--- config.mk ---
export PLATFORM = sky130hd
export DESIGN_NAME = status_and_irq_mask_regs
export DESIGN_NICKNAME = d
export VERILOG_FILES = /design/src/design/status_irq_pkg.sv /design/src/design/input_sync.sv /design/src/design/status_and_irq_mask_regs.sv
export VERILOG_INCLUDE_DIRS = /design/src /design/src/design
export SDC_FILE = /design/constraint.sdc
export NUM_CORES = 1
export LEC_CHECK = 0
export BUFFER_PORTS_ARGS = -buffer_cell sky130_fd_sc_hd__buf_2
export CAP_MARGIN = 30
export CORE_MARGIN = 4
export CORE_UTILIZATION = 40
export DETAILED_ROUTE_END_ITERATION = 8
export PLACE_DENSITY_LB_ADDON = 0.2
export SLEW_MARGIN = 10
export SYNTH_ARGS = -nofsm -noshare
export SYNTH_HDL_FRONTEND = slang
export SYNTH_SLANG_ARGS = --single-unit
--- constraint.sdc ---
create_clock -name ref_clk -period 6 [get_ports ref_clk]
set_input_delay 1.5 -clock ref_clk [delete_from_list [all_inputs] [get_ports ref_clk]]
set_output_delay 1.5 -clock ref_clk [all_outputs]
set_load 0.01 [all_outputs]
--- src/design/status_irq_map.svh ---
// Purpose: Register offsets, reset values and widths for status/irq block
// Assumes: 8-bit register port, byte offsets as printed
// Notes:   Definitions only
`ifndef STATUS_IRQ_MAP_SVH
`define STATUS_IRQ_MAP_SVH

// ----------------------------------------------------------------
// Register offsets
// ----------------------------------------------------------------
`define SUPPLY_OK_STATUS_ADDR 8'h02
`define SUPPLY_IRQ_MASK_ADDR  8'h03
`define EVENT_IRQ_MASK_ADDR   8'h04
`define SUPPLY_IRQ_FLAGS_ADDR 8'h05
`define EVENT_IRQ_FLAGS_ADDR  8'h06

// ----------------------------------------------------------------
// Reset values
// ----------------------------------------------------------------
`define SUPPLY_IRQ_MASK_RESET 8'hFF
`define EVENT_IRQ_MASK_RESET  8'hFF
`define FLAGS_RESET           8'h00
`define READ_IDLE_VALUE       8'h00

// ----------------------------------------------------------------
// Event register field positions
// ----------------------------------------------------------------
`define EV_CONV_DONE_BIT      7
`define EV_HIGH_IMP_BIT       6
`define EV_PIN_TWO_BIT        5
`define EV_PIN_ONE_BIT        4
`define EV_THERMAL_BIT        3
`define EV_CHARGER_BIT        2
`define EV_ABOVE_BIT          1
`define EV_BELOW_BIT          0

// ----------------------------------------------------------------
// Widths
// ----------------------------------------------------------------
`define REG_W                 8
`define CHARGER_W             4
`define SYNC_W                23

`endif

--- src/design/status_irq_pkg.sv ---
// Purpose: Types shared by the status and interrupt block
// Assumes: Nothing beyond SystemVerilog
// Notes:   Offsets and values live in status_irq_map.svh
package status_irq_pkg;

    typedef enum logic [0:0] {
        IRQ_IDLE   = 1'b0,
        IRQ_ACTIVE = 1'b1
    } irq_state_type;

endpackage

--- src/design/input_sync.sv ---
// Purpose: Three-flop synchroniser with agreement filter
// Assumes: Inputs asynchronous to ref_clk
// Notes:   Output follows only when second and third stages agree
`timescale 1ns/1ps

module input_sync #(
    parameter int WIDTH = 1
) (
    input  wire logic             ref_clk,
    input  wire logic             rst,
    input  wire logic [WIDTH-1:0] async_in,
    output logic      [WIDTH-1:0] sync_out
);

    logic [WIDTH-1:0] stage1;
    logic [WIDTH-1:0] stage2;
    logic [WIDTH-1:0] stage3;
    logic [WIDTH-1:0] agree;

    // Per bit: a glitch seen by one stage only is not passed on
    assign agree = ~(stage2 ^ stage3);

    always_ff @(posedge ref_clk or posedge rst) begin
        if (rst) begin
            stage1   <= '0;
            stage2   <= '0;
            stage3   <= '0;
            sync_out <= '0;
        end else begin
            stage1   <= async_in;
            stage2   <= stage1;
            stage3   <= stage2;
            sync_out <= (stage3 & agree) | (sync_out & ~agree);
        end
    end

endmodule

--- src/design/status_and_irq_mask_regs.sv ---
// Purpose: Supply status register, interrupt masks, flags and irq_n
// Assumes: Register port driven by the serial-bus slave on ref_clk
// Notes:   All status inputs arrive from other domains and are synced
//
// Functional notes
// - Irq logic runs only once normal_mode is reported; supply status reads at any time.
// - Read-only supply status at 02, bit set means fault.
// - Supply status reads the live synced supply state, not a constant.
// - Supply irq mask at 03, read/write, 1 masks each supply.
// - Event irq mask at 04, read/write, 1 masks each event source.
// - ADC limit violations are internal only, used as interrupt sources.
// - Analog input high impedance is internal only, an interrupt source.
// - Thermal fault is internal status, a maskable interrupt source.
// - Unmasked toggle sets its flags and drives irq_n low on the same clock edge.
// - While irq_n is low, flags change only by clearing writes and new changes are ignored.
// - New interrupts only after irq_n has returned high.
`timescale 1ns/1ps
`include "status_irq_map.svh"

module status_and_irq_mask_regs
    import status_irq_pkg::*;
#(
    parameter int CHARGER_W = `CHARGER_W
) (
    input  wire logic                 ref_clk,
    input  wire logic                 rst,
    input  wire logic                 normal_mode,
    input  wire logic [7:0]           supply_fault,
    input  wire logic                 conv_done,
    input  wire logic                 high_impedance,
    input  wire logic                 pin_two,
    input  wire logic                 pin_one,
    input  wire logic                 thermal_fault,
    input  wire logic [CHARGER_W-1:0] charger_state_bits,
    input  wire logic                 above_limit,
    input  wire logic                 below_limit,
    input  wire logic [7:0]           reg_addr,
    input  wire logic [7:0]           reg_wdata,
    input  wire logic                 reg_wr,
    input  wire logic                 reg_rd,
    output logic      [7:0]           reg_rdata,
    output logic                      irq_n
);

    localparam int SW = 16 + CHARGER_W;

    // ----------------------------------------------------------------
    // Input synchronisation
    // ----------------------------------------------------------------
    logic [SW-1:0] raw_in;
    logic [SW-1:0] synced;
    logic [SW-1:0] prev;
    logic          mode_synced;
    logic          primed;

    assign raw_in = {supply_fault, conv_done, high_impedance, pin_two,
                     pin_one, thermal_fault, above_limit, below_limit,
                     normal_mode, charger_state_bits};

    input_sync #(
        .WIDTH(SW)
    ) u_sync (
        .ref_clk (ref_clk),
        .rst     (rst),
        .async_in(raw_in),
        .sync_out(synced)
    );

    // ----------------------------------------------------------------
    // Status and toggle detection
    // ----------------------------------------------------------------
    logic [7:0]           supply_ok_status;
    logic [7:0]           supply_toggle;
    logic [CHARGER_W-1:0] charger_now;
    logic [CHARGER_W-1:0] charger_prev;
    logic [7:0]           event_now;
    logic [7:0]           event_prev;
    logic [7:0]           event_toggle;

    assign mode_synced      = synced[CHARGER_W];
    assign charger_now      = synced[CHARGER_W-1:0];
    assign charger_prev     = prev[CHARGER_W-1:0];
    assign supply_ok_status = synced[SW-1:SW-8];
    assign event_now        = {synced[SW-9:SW-13], 1'b0, synced[SW-14],
                               synced[SW-15]};
    assign event_prev       = {prev[SW-9:SW-13], 1'b0, prev[SW-14],
                               prev[SW-15]};

    assign supply_toggle = supply_ok_status ^ prev[SW-1:SW-8];
    assign event_toggle  = (event_now ^ event_prev)
        | ({7'h00, |(charger_now ^ charger_prev)} << `EV_CHARGER_BIT);

    // ----------------------------------------------------------------
    // Registers and interrupt controller
    // ----------------------------------------------------------------
    logic [7:0]    supply_irq_mask;
    logic [7:0]    event_irq_mask;
    logic [7:0]    supply_irq_flags;
    logic [7:0]    event_irq_flags;
    irq_state_type state;

    logic       live;
    logic [7:0] supply_hit;
    logic [7:0] event_hit;
    logic       any_hit;
    logic       wr_smask;
    logic       wr_emask;
    logic       wr_sflag;
    logic       wr_eflag;
    logic [7:0] cleared_sflags;
    logic [7:0] cleared_eflags;
    logic [7:0] next_rdata;

    // Comparing before priming would flag every high input as a toggle
    assign live       = mode_synced && primed;
    assign supply_hit = supply_toggle & ~supply_irq_mask;
    assign event_hit  = event_toggle & ~event_irq_mask;
    assign any_hit    = live && ((|supply_hit) || (|event_hit));

    // ----------------------------------------------------------------
    // Register port decode
    // ----------------------------------------------------------------
    // Strobes come from logic on this clock, so they bypass the sync
    assign wr_smask = reg_wr && (reg_addr == `SUPPLY_IRQ_MASK_ADDR);
    assign wr_emask = reg_wr && (reg_addr == `EVENT_IRQ_MASK_ADDR);
    assign wr_sflag = reg_wr && (reg_addr == `SUPPLY_IRQ_FLAGS_ADDR);
    assign wr_eflag = reg_wr && (reg_addr == `EVENT_IRQ_FLAGS_ADDR);

    // Writing 0 clears a flag; writing 1 leaves it as it is
    assign cleared_sflags = wr_sflag ? (supply_irq_flags & reg_wdata)
                                     : supply_irq_flags;
    assign cleared_eflags = wr_eflag ? (event_irq_flags & reg_wdata)
                                     : event_irq_flags;

    // ----------------------------------------------------------------
    // Read data select
    // ----------------------------------------------------------------
    // Unmapped addresses read zero so a stray read is harmless
    assign next_rdata =
        (reg_addr == `SUPPLY_OK_STATUS_ADDR) ? supply_ok_status :
        (reg_addr == `SUPPLY_IRQ_MASK_ADDR)  ? supply_irq_mask  :
        (reg_addr == `EVENT_IRQ_MASK_ADDR)   ? event_irq_mask   :
        (reg_addr == `SUPPLY_IRQ_FLAGS_ADDR) ? supply_irq_flags :
        (reg_addr == `EVENT_IRQ_FLAGS_ADDR)  ? event_irq_flags  :
                                               `READ_IDLE_VALUE;

    // ----------------------------------------------------------------
    // Status history
    // ----------------------------------------------------------------
    // History follows every cycle, so a toggle seen while irq_n is low
    // is consumed rather than deferred
    always_ff @(posedge ref_clk or posedge rst) begin
        if (rst) begin
            prev   <= '0;
            primed <= 1'b0;
        end else begin
            prev   <= synced;
            primed <= 1'b1;
        end
    end

    // ----------------------------------------------------------------
    // Mask registers and read data
    // ----------------------------------------------------------------
    always_ff @(posedge ref_clk or posedge rst) begin
        if (rst) begin
            supply_irq_mask <= `SUPPLY_IRQ_MASK_RESET;
            event_irq_mask  <= `EVENT_IRQ_MASK_RESET;
            reg_rdata       <= `READ_IDLE_VALUE;
        end else begin
            if (wr_smask) begin
                supply_irq_mask <= reg_wdata;
            end
            if (wr_emask) begin
                event_irq_mask <= reg_wdata;
            end
            if (reg_rd) begin
                reg_rdata <= next_rdata;
            end
        end
    end

    // ----------------------------------------------------------------
    // Interrupt state machine
    // ----------------------------------------------------------------
    // Flags are set only when idle and cleared only when active, so a
    // set and a clear can never meet in one cycle
    always_ff @(posedge ref_clk or posedge rst) begin
        if (rst) begin
            state            <= IRQ_IDLE;
            supply_irq_flags <= `FLAGS_RESET;
            event_irq_flags  <= `FLAGS_RESET;
            irq_n            <= 1'b1;
        end else begin
            unique case (state)
                IRQ_IDLE: begin
                    if (any_hit) begin
                        supply_irq_flags <= supply_hit;
                        event_irq_flags  <= event_hit;
                        irq_n            <= 1'b0;
                        state            <= IRQ_ACTIVE;
                    end
                end
                IRQ_ACTIVE: begin
                    // Toggles are dropped here, not queued
                    supply_irq_flags <= cleared_sflags;
                    event_irq_flags  <= cleared_eflags;
                    // A partial clear keeps irq_n low
                    if (cleared_sflags == 8'h00 &&
                        cleared_eflags == 8'h00) begin
                        irq_n <= 1'b1;
                        state <= IRQ_IDLE;
                    end
                end
            endcase
        end
    end

endmodule

### Word level (Yosys, flattened, before mapping)

Index checks and enable logic that the tools add are counted.
Widths: inputs -> output; s select.

| cells by class | value |
|---|---|
| add/subtract/negate cells | 0 |
| multipliers | 0 |
| divide/modulo/power cells | 0 |
| magnitude comparators | 0 |
| equality and inequality tests | 7 |
| shifts and indexed selects | 0 |
| multiplexer cells | 17 |
| bitwise operators | 17 |
| reductions and logical operators | 14 |

Operators with widths:

| operator | number |
|---|---|
| $mux 8 | 9 |
| $and 20x20->20 | 2 |
| $not 20->20 | 2 |
| $and 8x8->8 | 4 |
| $pmux 8 s2 | 2 |
| $eq 8x3->1 const B | 3 |
| $or 20x20->20 | 1 |
| $xor 20x20->20 | 1 |
| $eq 8x2->1 const B | 2 |
| $logic_not 8->1 | 2 |
| $not 8->8 | 2 |
| $reduce_or 8->1 | 2 |
| $xor 8x8->8 | 2 |
| $or 8x3->8 | 1 |
| $logic_and 1x1->1 | 7 |
| $mux 1 | 4 |
| $pmux 1 s2 | 2 |
| $reduce_or 4->1 | 1 |
| $xor 4x4->4 | 1 |
| $ne 2x1->1 const B | 1 |
| $ne 2x2->1 const B | 1 |
| $reduce_and 2->1 | 1 |
| $logic_or 1x1->1 | 1 |
| $not 1->1 | 1 |

| word-level totals | value |
|---|---|
| register bits | 143 |
| latch bits | 0 |
| RAM bits | 0 |
| ROM bits | 0 |
| input bits | 40 |
| output and inout port bits | 9 |
| logic and storage cells | 68 |
| memories | 0 |

### Logic depth before layout (Yosys ltp)

| logic depth | value |
|---|---|
| depth after elaboration | 9 |
| depth in mapped cells | 7 |
| depth with buffers taken out | 5 |

### Modules after synthesis

From an unflattened synthesis, not the netlist that was laid out.

| second synthesis, totals | value |
|---|---|
| cells, all modules | 414 |
| area, all modules | 5,415.2 µm² |

By module, submodules not included:

| module | instances | cells each | area an instance (µm²) | seq. area each (µm²) |
|---|---|---|---|---|
| status_and_irq_mask_regs | 1 | 313 | 3,184.3 | 1,572.8 |
| input_sync | 1 | 101 | 2,230.9 | 2,001.9 |

### Least setup slack after synthesis

OpenSTA, ideal clock, no wires.

| path | value |
|---|---|
| kind | input to register |
| from | input port reg_addr[5] |
| to | register supply_irq_mask[0] |
| arrival time | 3.262 ns |
| data required time | 5.918 ns |
| path slack | 2.656 ns |
| stages | 6 |
| path buffers | 1 |
| cell sequence | or4_4 buf_6 or4b_4 nor2_8 nand2_4 mux2_4 |

| on the way | value |
|---|---|
| word-level cells in the longest chain between the ends | 2 |

RTL lines:

| item | line | RTL |
|---|---|---|
| from (decl) | status_and_irq_mask_regs.sv:37 | `input wire logic [7:0] reg_addr,` |
| $eq 8x2->1 (no line) | -- |  |
| $logic_and 1x1->1 | status_and_irq_mask_regs.sv:124 | `` assign wr_smask = reg_wr && (reg_addr == `SUPPLY_IRQ_MASK_ADDR); `` |
| to (signal assigned) | status_and_irq_mask_regs.sv:167 | `` supply_irq_mask <= `SUPPLY_IRQ_MASK_RESET; `` |
| to (signal assigned) | status_and_irq_mask_regs.sv:172 | `supply_irq_mask <= reg_wdata;` |
| to (decl) | status_and_irq_mask_regs.sv:96 | `logic [7:0] supply_irq_mask;` |

Every way passes these cells.
A chain may end at the register's enable or synchronous reset.

### Worst setup path in the final report

| path | value |
|---|---|
| from | input port reg_addr[5] |
| to | register supply_irq_mask[2] |

Same word-level chain as after synthesis.

==> reports/results.tsv <==
stage	metric	value	unit
layout	nets	444	
power_and_ir_drop	p_per_area	394.3	nW/um^2
routing	drt-total-wl	9956	um
synthesis	yosysTopAreaCellShare	0.6117	
placement	io_buffers	48	
setup_path	r2r_end	supply_irq_flags[2]$_DFFE_PP0P_	
synthesis	synth_edf_count	0	
timing	period_share	0.5231	
setup_path	worstPathArrival	3480	ps
power_and_ir_drop	seqPwrFrac	0.465	
setup_path	crit_type	primary input to flop	
layout	syn2layout_area_growth	21.68	%
min_path	holdPathEnd	u_sync.stage2[2]$_DFF_PP0_	
placement	routabilityCongestion	0.8910	
status	status	completed	
layout	final_cell_mix	125 x dfrtp_1, 48 x buf_2, 20 x maj3_1, 17 x clkbuf_16, 17 x dfstp_2	
synthesis	synth_seq_cells	142	
synthesis	synth_warnings	0	
global_routing	gr-total-overflow	0	
setup_path	endpoint_kind	flop	
global_routing	antenna_found_initial	0	
timing	slew_violations	0	
layout	drive_gt1_frac	0.2998	
cts	ctsResizeCount	0	
cts	clk_latency	420	ps
routing	drt_iter0_drc	212	
global_routing	grt_pass1_vias	3112	
routing	postRouteAntennaNets	0	
floorplanning	die_h	121.1	um
cts	cts_max_path_buffers	2	
synthesis	async_flop_share	1.000	
floorplanning	pin_count	49	
timing	finClkSkew	4.355	ps
timing	timing.hold.ws	343.6	ps
timing	slew_headroom	0.4941	
placement	dp_cells	556	
power_and_ir_drop	power	2.454	mW
routing	wl_per_cell	16.90	um
timing	setup_viol	0	
cts	clock-root-buffer	clkbuf_16	
cts	htree_levels	4	
synthesis	synth_area_leader_cell	dfrtp_1	
power_and_ir_drop	ir_drop	0.0001737	V
timing	worst-slew-pin-transition	758.9	ps
timing	rsz0062_at_grt	false	
synthesis	synthCells	344	
global_routing	grt_pass1_wl	16300	um
floorplanning	fp.dieArea	14660	um^2
routing	drc	0	
global_routing	grt_usage	0.1470	
floorplanning	initial_core_util	0.4069	
routing	avgViaCountPerCell	5.222	
synthesis	yosysUniqueCellTypes	43	
min_path	hp-class	flop to flop	
flow_run	cap_violations	0	
synthesis	synthesis.area	5114	um^2
routing	dr.pass1.iters	8	
power_and_ir_drop	p_switching	0.5726	mW
floorplanning	std_cell_rows	41	
synthesis	synthFlopType	dfrtp_1	
cts	ctsHoldBuffers	0	
power_and_ir_drop	p_int	1.881	mW
setup_path	cp_max_fo	17	
setup_path	reg2regPathDepth	6	
timing	hold_viol_final	0	
min_path	holdCritStartpoint	u_sync.stage1[2]$_DFF_PP0_	
power_and_ir_drop	leakage	2.621	nW
floorplanning	die_w	121.1	um
layout	num-fill-cells	1073	
cts	cts_buffers	17	
placement	dp.final_hpwl	6741	um
timing	setup_tns	0	ps
cts	clock_sinks	142	
cts	post-cts-setup-buffers	0	
routing	vias	3076	
setup_path	start_kind	primary input	
setup_path	reg2reg_slack	3780	ps
synthesis	synthesis.nets	384	
synthesis	syn_avg_cell_area	14.87	um^2
cts	cts.clk_slew.worst_paths	60	ps
global_routing	grt_max_degree	110	
power_and_ir_drop	clkPwrFrac	0.457	
synthesis	synth.area.top_cells	dfrtp_1 61%, dfstp_2 8.7%, maj3_1 3.9%	
power_and_ir_drop	pwr-share-comb	0.079	
layout	instances_no_fill	589	
timing	min_period	3138	ps
floorplanning	core	12570	um^2
min_path	hold_path_depth	0	
power_and_ir_drop	swShare	0.2334	
setup_path	worstPathRequired	6340	ps
layout	n_antenna_cell	0	
timing	max_freq	318.6	MHz
cts	cts_tree	yes	
synthesis	synth.yosys.seq_area_share	0.6990	
layout	mostFrequentLayoutCell	dfrtp_1	
-- worst max-delay path, cell delays in order --
cell	delay, ps
buf_2	100
or4_4	660
or4b_4	570
nor2_8	180
nand2_4	150
mux2_4	320
-- Yosys cell counts, types with 9 or more instances --
cell      instances
a222oi_1          9
a22oi_1          11
dfrtp_1         125
dfstp_2          17
inv_1            11
maj3_1           20
nand2_1          10
nor2_1            9
o21ai_0          14
o22ai_1          12
o32ai_1          11
xnor2_1          12
-- power groups by stage --
stage / sequential, mW / combinational [mW] / clock [mW]
after global placement: 1.15 / 0.183 / 0
after detailed placement: 1.16 / 0.191 / 0
after floorplan: 1.13 / 0.135 / 0
after CTS: 1.14 / 0.192 / 1.15
after global routing: 1.15 / 0.218 / 1.19
final: 1.14 / 0.193 / 1.12
-- routing by layer --
metal	GRT usage	vias up	part of all wire
met5	0	-	0
met4	0.08711	0	0.036
met3	0.05128	31	0.074
met2	0.2049	113	0.44
met1	0.1975	1520	0.45
li1	-	1412	-
-- per-stage QoR --
stage | utilization | setup slack, ps | instance area (um^2)
after detailed placement | 0.4411 | 2430 | 5544
after global routing | 0.4951 | 2750 | 6222
after floorplan | - | 718.6 | 5114
final | 0.4951 | 2862 | 6222
after CTS | 0.4929 | 2875 | 6195
after global placement | 0.4405 | 2463 | 5537
-- layout make-up --
class                   instances  area [um^2]  share of cell area
clock inverters                12        183.9             0.02956
inverters                      11        46.29            0.007440
repair buffers                 51        282.8             0.04545
flip-flops and latches        142         3575              0.5745
clock buffers                  20        466.7             0.07501
multi-input cells             181         1453              0.2335
well taps                     172        215.2             0.03459
-- how the worst max path moves through the flow --
stage / start / to / slack, ps / cells after the start
detailed placement: reg_addr[5] / supply_irq_mask[5]$_DFFE_PP1P_ / 2430 / 6
global route: reg_addr[5] / state$_DFF_PP0_ / 2750 / 6
CTS: reg_addr[5] / supply_irq_mask[2]$_DFFE_PP1P_ / 2880 / 6
floorplan: rst / async pin / 720 / 1
finish: reg_addr[5] / supply_irq_mask[2]$_DFFE_PP1P_ / 2860 / 6
global placement: reg_addr[5] / supply_irq_mask[7]$_DFFE_PP1P_ / 2460 / 6
-- cell families (layout without fill, tap and decap cells) --
group | count (synthesis) | in the layout | synth area share
xor gates and xnor gates | 19 | 19 | 0.03254
and+or+nand+nor | 46 | 46 | 0.05774
buffers and inverters | 21 | 94 | 0.01688
other | 1 | 1 | 0.0007333
muxes | 16 | 16 | 0.04111
adders and majority gates | 20 | 20 | 0.03915
AOI/OAI and AO/OA | 79 | 79 | 0.1128
DFF | 142 | 142 | 0.6990
Note: power is estimated with default switching activity, not from simulation.
